[config.mk]
export PLATFORM = sky130hd
export DESIGN_NAME = dtcd_top
export DESIGN_NICKNAME = d
export VERILOG_FILES = /design/src/dtcd_sync.v /design/src/dtcd_top.v
export VERILOG_INCLUDE_DIRS = /design/src
export SDC_FILE = /design/constraint.sdc
export NUM_CORES = 1
export LEC_CHECK = 0
export BUFFER_PORTS_ARGS = -buffer_cell sky130_fd_sc_hd__buf_2
export CORE_AREA = 2 2 212 214
export DETAILED_ROUTE_END_ITERATION = 16
export DIE_AREA = 0 0 214 216
export MAX_ROUTING_LAYER = met4
export PLACE_DENSITY_LB_ADDON = 0.05
export SLEW_MARGIN = 20
export SYNTH_ARGS = -nofsm -noshare
export SYNTH_HDL_FRONTEND = slang
export SYNTH_SLANG_ARGS = --single-unit
export TNS_END_PERCENT = 100
[constraint.sdc]
create_clock -name clk_sys -period 3.7 [get_ports clk_sys]
set_input_delay 0.74 -clock clk_sys [delete_from_list [all_inputs] [get_ports clk_sys]]
set_output_delay 0.74 -clock clk_sys [all_outputs]
set_load 0.1 [all_outputs]
[src/dtcd_defines.vh]
`ifndef DTCD_DEFINES_VH
`define DTCD_DEFINES_VH
// Clock rate of clk_sys in MHz
`define DTCD_CLK_MHZ 250
// Multiplier delay, in microseconds
`define DTCD_DELAY_US 2
// Delay expressed in clk_sys cycles
`define DTCD_DELAY_CYC (`DTCD_DELAY_US * `DTCD_CLK_MHZ)
`define DTCD_DELAY_W 10
`define DTCD_DELAY_CNT 10'h1F4
`define DTCD_ADDR_W 15
`define DTCD_POS_W 12
`define DTCD_POS_LAST 12'hFFF
`define DTCD_GRP_MSB 14
`define DTCD_GRP_LSB 12
`define DTCD_GRP_MIN 3'h4
`define DTCD_WORD_W 36
`define DTCD_WORD_ZERO 36'h000000000
`define DTCD_POS_ZERO 12'h000
`define DTCD_CNT_ZERO 10'h000
`endif

[src/dtcd_sync.v]
module dtcd_sync #(
	parameter W = 1
) (
	input wire clk_sys, // System clock
	input wire rst_n, // Synchronous reset, active low
	input wire [W-1:0] din, // Asynchronous inputs
	output reg [W-1:0] dout // Synchronised outputs
);
	reg [W-1:0] meta;
	// First stage feeds only the second stage
	always @(posedge clk_sys) begin
		if (!rst_n) begin
			meta <= {W{1'b0}};
			dout <= {W{1'b0}};
		end else begin
			meta <= din;
			dout <= meta;
		end
	end
endmodule

[src/dtcd_top.v]
// Notes on behaviour
// Timing track gives one notch pulse per angular position at 125 kc.
// Each notch pulse is delayed 2 us and recirculated, giving 500 kc clock pulses.
// Notch pulses enter only while drum clock select enable is high.
// Distributor starts with both flops zero and recirculation enabled.
// All four drum clock pulses per notch go to the master clock rate control.
// First pulse: phase0 strobe, low flop set, high flop kept, recirculated.
// Second pulse: phase1 strobe, low flop cleared, high flop set, recirculated.
// Third pulse: no strobe, low flop set, recirculated.
// Fourth pulse: phase3 strobe, both flops cleared, not recirculated.
// Next notch arrives together with phase3 strobe.
// phase0 to phase1 is 2 us, phase1 to phase3 is 4 us.
// Mark track gives one zero-index pulse per revolution.
// Only the first 4096 notches after zero index are usable; rest is dead space.
// Address is 15 bits: top 3 select group 4 to 7, low 12 position.
// Each notch pulse notifies location control of the next position; the code notifies only notches inside the window after zero index.
// Locating selects group and raises a match pulse at the addressed position.
// Each group has 36 channels; only the selected group is used.
// Reads pass only stored ones to the read destination.
// Writes record every bit, polarity from the bit value.
// Only addresses octal 40000 to 77777 belong to the drum store.
// Angle index counter is 12 bits, counts notches, compared to position field.
// Angle index counter returns to zero on the zero-index pulse.
// Reader clears the read destination before the match pulse transfers data; the code does not clear read_ones first but loads it whole at the match.
`include "dtcd_defines.vh"
module dtcd_top (
	input wire clk_sys, // System clock, 250 MHz
	input wire rst_n, // Synchronous reset, active low
	input wire track_notch_pulse, // Timing track notch, asynchronous
	input wire zero_index_pulse, // Mark track zero index, asynchronous
	input wire drum_clock_select, // Drum chosen as clock source
	input wire ref_start, // Start a reference, one cycle
	input wire ref_write, // Reference is a write
	input wire [14:0] storage_address_latch, // Address of the reference
	input wire [35:0] write_word, // Word to record
	input wire [143:0] sense_ones, // Read amplifiers, all four groups
	output reg drum_clock_pulse, // To rate control, one cycle
	output reg phase0_strobe, // Distributor phase 0
	output reg phase1_strobe, // Distributor phase 1
	output reg phase3_strobe, // Distributor phase 3
	output reg position_notify, // Notch seen, one cycle
	output reg position_match, // Addressed position reached
	output reg ref_busy, // Reference waiting for position
	output reg ref_reject, // Address not in drum store
	output reg [11:0] angle_index_counter, // Current angular count
	output reg [3:0] group_enable, // One-hot group select 4..7
	output reg [35:0] read_ones, // Ones sensed at match
	output reg [143:0] write_drive_en, // Write drive enable per channel
	output reg [143:0] write_polarity // Write polarity per channel
);
	////////////////////////////////////////////////////////////////////////
	// Input synchronisation and edge detect
	wire [2:0] sync_out;
	reg notch_d;
	reg zero_d;
	wire notch_rise;
	wire zero_rise;
	wire sel_en;
	dtcd_sync #(.W(3)) u_sync (
		.clk_sys(clk_sys),
		.rst_n(rst_n),
		.din({drum_clock_select, zero_index_pulse, track_notch_pulse}),
		.dout(sync_out)
	);
	assign sel_en = sync_out[2];
	assign notch_rise = sync_out[0] & ~notch_d;
	assign zero_rise = sync_out[1] & ~zero_d;
	always @(posedge clk_sys) begin
		if (!rst_n) begin
			notch_d <= 1'b0;
			zero_d <= 1'b0;
		end else begin
			notch_d <= sync_out[0];
			zero_d <= sync_out[1];
		end
	end
	////////////////////////////////////////////////////////////////////////
	// Rate multiplier: one delay line shared by notch and recirculation
	reg phase_high_flop;
	reg phase_low_flop;
	reg dly_run;
	reg [9:0] dly_cnt;
	wire admit;
	wire recirc_en;
	wire dly_done;
	assign admit = notch_rise & sel_en;
	// Recirculation is gated off only when both flops are one
	assign recirc_en = ~(phase_high_flop & phase_low_flop);
	assign dly_done = dly_run && (dly_cnt == `DTCD_DELAY_CNT - 10'h001);
	always @(posedge clk_sys) begin
		if (!rst_n) begin
			dly_run <= 1'b0;
			dly_cnt <= `DTCD_CNT_ZERO;
		end else if (admit || (dly_done && recirc_en)) begin
			// A notch coinciding with the fourth pulse restarts the chain
			dly_run <= 1'b1;
			dly_cnt <= `DTCD_CNT_ZERO;
		end else if (dly_done) begin
			dly_run <= 1'b0;
			dly_cnt <= `DTCD_CNT_ZERO;
		end else if (dly_run) begin
			dly_cnt <= dly_cnt + 10'h001;
		end
	end
	////////////////////////////////////////////////////////////////////////
	// Pulse phase distributor
	always @(posedge clk_sys) begin
		if (!rst_n) begin
			phase_high_flop <= 1'b0;
			phase_low_flop <= 1'b0;
			drum_clock_pulse <= 1'b0;
			phase0_strobe <= 1'b0;
			phase1_strobe <= 1'b0;
			phase3_strobe <= 1'b0;
		end else begin
			drum_clock_pulse <= dly_done;
			phase0_strobe <= dly_done & ~phase_high_flop & ~phase_low_flop;
			phase1_strobe <= dly_done & ~phase_high_flop & phase_low_flop;
			phase3_strobe <= dly_done & phase_high_flop & phase_low_flop;
			if (dly_done) begin
				if (!phase_high_flop && !phase_low_flop) begin
					phase_low_flop <= 1'b1;
				end else if (!phase_high_flop) begin
					phase_low_flop <= 1'b0;
					phase_high_flop <= 1'b1;
				end else if (!phase_low_flop) begin
					phase_low_flop <= 1'b1;
				end else begin
					phase_low_flop <= 1'b0;
					phase_high_flop <= 1'b0;
				end
			end
		end
	end
	////////////////////////////////////////////////////////////////////////
	// Angle index counter and dead space
	reg in_window;
	always @(posedge clk_sys) begin
		if (!rst_n) begin
			angle_index_counter <= `DTCD_POS_ZERO;
			in_window <= 1'b0;
			position_notify <= 1'b0;
		end else begin
			position_notify <= notch_rise & in_window & ~zero_rise;
			if (zero_rise) begin
				angle_index_counter <= `DTCD_POS_ZERO;
				in_window <= 1'b1;
			end else if (position_notify) begin
				// Advance after the notify cycle, so notify shows the position of its own notch
				// Past position 4095 the counter holds and matches nothing
				if (angle_index_counter == `DTCD_POS_LAST) begin
					in_window <= 1'b0;
				end else begin
					angle_index_counter <= angle_index_counter + 12'h001;
				end
			end
		end
	end
	////////////////////////////////////////////////////////////////////////
	// Locating and access
	localparam ST_IDLE = 2'b01;
	localparam ST_SEEK = 2'b10;
	reg [1:0] state;
	reg [11:0] want_pos;
	reg want_write;
	reg [35:0] want_word;
	reg [143:0] next_drive;
	reg [143:0] next_pol;
	reg [35:0] next_ones;
	wire [2:0] grp_field;
	wire in_range;
	wire hit;
	integer g;
	assign grp_field = storage_address_latch[`DTCD_GRP_MSB:`DTCD_GRP_LSB];
	assign in_range = grp_field >= `DTCD_GRP_MIN;
	// Counter value names the position that is about to come under the heads
	assign hit = position_notify && (angle_index_counter == want_pos);
	always @* begin
		next_drive = {144{1'b0}};
		next_pol = {144{1'b0}};
		next_ones = `DTCD_WORD_ZERO;
		for (g = 0; g < 4; g = g + 1) begin
			if (group_enable[g]) begin
				next_drive[g*36 +: 36] = {36{want_write}};
				next_pol[g*36 +: 36] = want_word;
				next_ones = next_ones | sense_ones[g*36 +: 36];
			end
		end
	end
	always @(posedge clk_sys) begin
		if (!rst_n) begin
			state <= ST_IDLE;
			want_pos <= `DTCD_POS_ZERO;
			want_write <= 1'b0;
			want_word <= `DTCD_WORD_ZERO;
			group_enable <= 4'h0;
			position_match <= 1'b0;
			ref_busy <= 1'b0;
			ref_reject <= 1'b0;
			read_ones <= `DTCD_WORD_ZERO;
			write_drive_en <= {144{1'b0}};
			write_polarity <= {144{1'b0}};
		end else begin
			position_match <= 1'b0;
			ref_reject <= 1'b0;
			write_drive_en <= {144{1'b0}};
			case (state)
				ST_IDLE: begin
					if (ref_start && in_range) begin
						want_pos <= storage_address_latch[`DTCD_POS_W-1:0];
						want_write <= ref_write;
						want_word <= write_word;
						group_enable <= 4'h1 << grp_field[1:0];
						ref_busy <= 1'b1;
						state <= ST_SEEK;
					end else if (ref_start) begin
						ref_reject <= 1'b1;
					end
				end
				ST_SEEK: begin
					if (hit) begin
						position_match <= 1'b1;
						ref_busy <= 1'b0;
						state <= ST_IDLE;
						write_drive_en <= next_drive;
						write_polarity <= next_pol;
						// Ones only; read_ones is loaded whole at the match, so no clear beforehand
						read_ones <= want_write ? `DTCD_WORD_ZERO : next_ones;
					end
				end
				default: begin
					state <= ST_IDLE;
				end
			endcase
		end
	end
endmodule

# --- Yosys cells after proc, flatten, opt, wreduce, memory -nomap -nowiden ---
# Cells that the tools add are included.
word_totals:
  input_bits: 202
  memories: 0
  romBits: 0
  latchBits: 0
  mem_bits_rw: 0
  reg_bits: 281
  output_inout_bits: 348
classes:
  multipliers: 0
  reduce_logical: 27
  div_mod_pow: 0
  add_sub_neg: 2
  n_shift: 1
  mux: 26
  n_eq_ne: 7
  n_bitwise: 24
  n_lt_le_gt_ge: 1
ops:
  columns: ["op", "n"]
  rows:
  - ["two-way mux 36 bit", 9]
  - ["OR 36 bit", 3]
  - ["AND reduction 4 bit", 4]
  - ["AND reduction 2 bit", 7]
  - ["two-way mux 1 bit", 13]
  - ["adder 12 x 1 -> 12 bit (second input constant)", 1]
  - ["equality test 12 bit", 1]
  - ["equality test 12 bit (second input constant)", 1]
  - ["AND 1 bit", 11]
  - ["adder 10 x 1 -> 10 bit (second input constant)", 1]
  - ["equality test 10 x 9 -> 1 bit (second input constant)", 1]
  - ["NOT 1 bit", 10]
  - ["nonzero test 2 bit", 4]
  - ["OR reduction 3 bit", 2]
  - ["logical AND 1 bit", 5]
  - ["two-way mux 2 bit", 2]
  - ["inequality test 2 bit (second input constant)", 2]
  - ["one-hot mux 2 bit (2 select lines)", 1]
  - ["left shift 1 x 2 -> 4 bit (first input constant)", 1]
  - ["greater-or-equal comparator 3 bit (second input constant)", 1]
  - ["AND reduction 3 bit", 1]
  - ["equality test 2 x 1 -> 1 bit (second input constant)", 1]
  - ["equality test 2 bit (second input constant)", 1]
  - ["logical NOT 1 bit", 2]
  - ["3 further kinds", 3]

# --- Longest topological paths before layout ---
logic_depth:
  depth_word: 8
  depth_mapped: 7
  depth_no_buf: 5

# --- By module ---
# Synthesis repeated with hierarchy kept, for this count alone.
unflattened:
  hier_cells: 1105
  hier_area_um2: 11096.9
by_module_without_submodules:
  columns: ["module", "cells_each", "area_each_um2", "n_inst"]
  rows:
  - ["dtcd_top", 1093, 10939.2, 1]
  - ["dtcd_sync", 12, 157.7, 1]

# --- Least setup slack after synthesis ---
# No wires, ideal clock.
synth_path:
  path_kind: "register to output"
  start: "register, netlist name write_drive_en[72]"
  end: "output write_drive_en[100]"
  required_time_ns: 2.960
  path_buffers: 1
  arrival_time_ns: 1.967
  stages_incl_launch_ff: 2
  setup_slack_ns: 0.993
  path_cell_list: "dfxtp_1 buf_4"
synth_rtl:
  columns: ["item", "line", "rtl"]
  rows:
  - ["end: declaration", "dtcd_top.v:48", "output reg [143:0] write_drive_en,"]

==> impl_metrics.xml <==
<?xml version="1.0" encoding="UTF-8"?>
<metrics>
  <group name="timing">
    <metric name="maxClockFrequency" unit="MHz">355</metric>
    <metric name="min_period" unit="ns">2.82</metric>
    <metric name="clock_skew" unit="ns">0.0100</metric>
    <metric name="hold_ws" unit="ns">0.412</metric>
    <metric name="post-route-period-util" unit="%">76.2</metric>
    <metric name="setup_viol" unit="">0</metric>
    <metric name="final_report_max_slew_violation_count" unit="">0</metric>
    <metric name="final_hold_vios" unit="">0</metric>
    <metric name="worstMarginPinSlew" unit="ns">0.978</metric>
    <metric name="rsz0062_at_grt" unit="">no</metric>
    <metric name="fin_tns_setup" unit="ns">0</metric>
    <metric name="worst_slew_margin_rel" unit="%">34.2</metric>
  </group>
  <group name="clock_tree">
    <metric name="cts_inserted_buffers" unit="">36</metric>
    <metric name="insertion_delay" unit="ns">0.53</metric>
    <metric name="post_cts_resized" unit="">0</metric>
    <metric name="postCtsSetupRepairBufs" unit="">0</metric>
    <metric name="ctsHoldBuffers" unit="">0</metric>
    <metric name="ctsRootBufferMaster" unit="">clkbuf_16</metric>
    <metric name="buffer_depth_of_the_longest_clock_path" unit="">3</metric>
    <metric name="clock_transition_at_the_registers_of_the_reported_paths" unit="ns">0.06</metric>
    <metric name="cts_tree" unit="">done</metric>
    <metric name="cts.htree.levels" unit="">2</metric>
    <metric name="cts.sinks" unit="">281</metric>
  </group>
  <group name="power">
    <metric name="irDropWorstVdd" unit="mV">0.242</metric>
    <metric name="power.density" unit="mW/mm2">434</metric>
    <metric name="leakage" unit="uW">0.00700</metric>
    <metric name="p_total" unit="uW">7140</metric>
  </group>
  <group name="floorplanning">
    <metric name="pin_count" unit="">550</metric>
    <metric name="start_util" unit="%">30.2</metric>
    <metric name="design.core.area" unit="mm2">0.0438</metric>
    <metric name="die-width" unit="um">214</metric>
    <metric name="die_h" unit="um">216</metric>
    <metric name="num_rows" unit="">77</metric>
    <metric name="die_area" unit="mm2">0.0462</metric>
  </group>
  <group name="critical_path">
    <metric name="crit_arrival" unit="ns">2.08</metric>
    <metric name="critPathMaxFanout" unit="">36</metric>
    <metric name="worst_path_max_delay_cell" unit="">dfxtp_1</metric>
    <metric name="path_class" unit="">reg2out</metric>
    <metric name="crit_chain" unit="">buf_2</metric>
    <metric name="cp_slowest_stage_delay" unit="ns">0.95</metric>
    <metric name="required" unit="ns">2.96</metric>
    <metric name="critPathTopFamily" unit="">flip-flops</metric>
    <metric name="worst-path-buf-inv" unit="">1</metric>
    <metric name="endpoint_kind" unit="">output port</metric>
    <metric name="startpoint_type" unit="">flip-flop</metric>
  </group>
  <group name="grt">
    <metric name="grt_max_degree" unit="">196</metric>
    <metric name="grt_util_all_layers" unit="%">20.1</metric>
    <metric name="globalRouteOverflowTotal" unit="">0</metric>
    <metric name="grt_pass1_vias" unit="">10800</metric>
    <metric name="grt_pass1_wl" unit="mm">69.8</metric>
    <metric name="grt_antenna_before_repair" unit="">8</metric>
  </group>
  <group name="final_layout">
    <metric name="final_nets" unit="">2024</metric>
    <metric name="area.sequential" unit="mm2">0.00564</metric>
    <metric name="multiInputGateArea" unit="mm2">0.00589</metric>
    <metric name="flow.area_growth_from_synthesis" unit="%">24.3</metric>
    <metric name="n_fill_cell" unit="">4606</metric>
    <metric name="fin_cells" unit="">2442</metric>
    <metric name="finalCoreUtilization" unit="%">37.6</metric>
    <metric name="drive_above_1_share" unit="%">34.4</metric>
  </group>
  <group name="logic_synthesis">
    <metric name="yosys.cell_count.top_type" unit="">nand2_1</metric>
    <metric name="synth_top_area_share" unit="%">42.4</metric>
    <metric name="synth.net_count" unit="">1678</metric>
    <metric name="synth.distinct_cells" unit="">45</metric>
    <metric name="synth_flop_cell" unit="">dfxtp_1</metric>
    <metric name="asyncSetResetFlopFracSynth" unit="%">0</metric>
    <metric name="synth_commonest_cells" unit="">nand2_1 (296), dfxtp_1 (281), mux2i_1 (182), nand3_1 (157), buf_4 (141)</metric>
    <metric name="synthesis.yosys.warnings" unit="">0</metric>
    <metric name="post_synth.cell_area_avg" unit="um2">8.99</metric>
    <metric name="synth.ff_latch_count" unit="">281</metric>
    <metric name="synth_area_leader_cell" unit="">dfxtp_1</metric>
    <metric name="synth_seq_area_share" unit="%">42.4</metric>
    <metric name="post_synth_inst_count" unit="">1474</metric>
    <metric name="synthTopCellsByArea" unit="">dfxtp_1 (42%), mux2i_1 (14%), nand2_1 (8.4%)</metric>
    <metric name="synth_cell_area" unit="mm2">0.0133</metric>
    <metric name="synth_edf_count" unit="">0</metric>
  </group>
  <group name="flow_run">
    <metric name="max-cap-violations" unit="">0</metric>
  </group>
  <group name="drt">
    <metric name="wl" unit="mm">47.0</metric>
    <metric name="drt_iter0_drc" unit="">622</metric>
    <metric name="drt_first_pass_iters" unit="">4</metric>
    <metric name="routed-via-count" unit="">11300</metric>
    <metric name="routed_wire_length_per_instance" unit="um">19.2</metric>
    <metric name="antenna_violating_nets_post_route" unit="">0</metric>
    <metric name="via_per_inst" unit="">4.62</metric>
    <metric name="post-route-drc-count" unit="">0</metric>
  </group>
  <group name="placed_design">
    <metric name="numPlacedInstances" unit="">2374</metric>
    <metric name="place.port_buffers" unit="">549</metric>
    <metric name="hpwl" unit="mm">32.4</metric>
    <metric name="finalWeightedCongestion" unit="">0.932</metric>
  </group>
  <group name="hold_path">
    <metric name="hold_path.class" unit="">in2reg</metric>
  </group>
  <group name="run_status">
    <metric name="outcome" unit="">finished clean</metric>
  </group>
</metrics>
[cells by family (layout without fill, tap and decap cells)]
logic type	count (synthesis)	count (layout)	synth area share (%)
buf+inv	259	629	13.2
other cells	0	6	0
mux	182	182	13.7
xor+xnor	25	25	1.82
compound gates	185	185	10.3
simple gates	540	540	18.3
fa+ha+maj	2	2	0.189
flops	281	281	42.4
[path summary, 6_finish.rpt]
kind / startpoint / end / slack, ns / cells past startpoint
setup / recovery: write_drive_en[72]$_SDFF_PN0_ / write_drive_en[94] / 0.88 / 1
hold / removal: storage_address_latch[14] / ref_reject$_SDFF_PP0_ / 0.41 / 2
setup reg to reg: angle_index_counter[0]$_SDFFE_PP0P_ / read_ones[5]$_SDFFE_PN0P_ / 1.34 / 5
hold reg to reg: u_sync.meta[0]$_SDFF_PN0_ / u_sync.dout[0]$_SDFF_PN0_ / 0.43 / 1
[registers in the layout (all words and copies together) (netlist names), 2 cells and up]
signal / count
write_polarity: 144
u_sync.meta: 3
read_ones: 36
dly_cnt: 10
want_word: 36
angle_index_counter: 12
want_pos: 12
u_sync.dout: 3
group_enable: 4
write_drive_en: 4
state: 2
[cells in the final DEF, fill, tap and decap left out, drive strengths merged, types with 5 or more instances in the layout]
cell type and instances:
buf 564, nand2 296, dfxtp 281, mux2i 182, nand3 157, a22o 72
clkbuf 53, a21boi 52, o21ai 42, nor2 20, xnor2 18, nand4 13
and2 12, a21oi 10, xor2 7, and4 7, nor3 7, diode 6
nor2b 6, and3 5, clkinv 5, nor4 5
[power breakdown]
group / total [uW] / switching (uW) / internal, uW
logic: 385 / 233 / 152
clock network: 3640 / 1360 / 2290
registers: 3110 / 52.0 / 3060
[metal layers]
layer | share of wire, % | wire length, um | global-route usage (%) | vias up
met3 | 6.7 | 3150 | 5.50 | 75
met2 | 48 | 22600 | 32.9 | 343
met1 | 42 | 19500 | 23.4 | 5237
li1 | - | - | - | 5618
met5 | 0 | 0 | - | -
met4 | 3.5 | 1660 | 8.23 | 0
[area by class of cell]
cell class	count	share of cell area, %
diodes	6	0.0912
multi-input cells	934	35.8
flip-flops and latches	281	34.3
clock inverters	9	0.745
inverters	3	0.0684
clock buffers	53	6.78
repair buffers	564	17.8
well taps	592	4.50
[per-stage QoR]
| step | setup slack [ns] | cell area, um2 |
|---|---|---|
| 6_report | 0.880 | 16500 |
| 5_1_grt | 0.718 | 16500 |
| 4_1_cts | 0.798 | 16500 |
| 3_5_place_dp | 1.34 | 15200 |
| 3_3_place_gp | 1.40 | 15200 |
| 2_1_floorplan | 0.993 | 13300 |
Note: power is estimated with default switching activity, not from simulation.
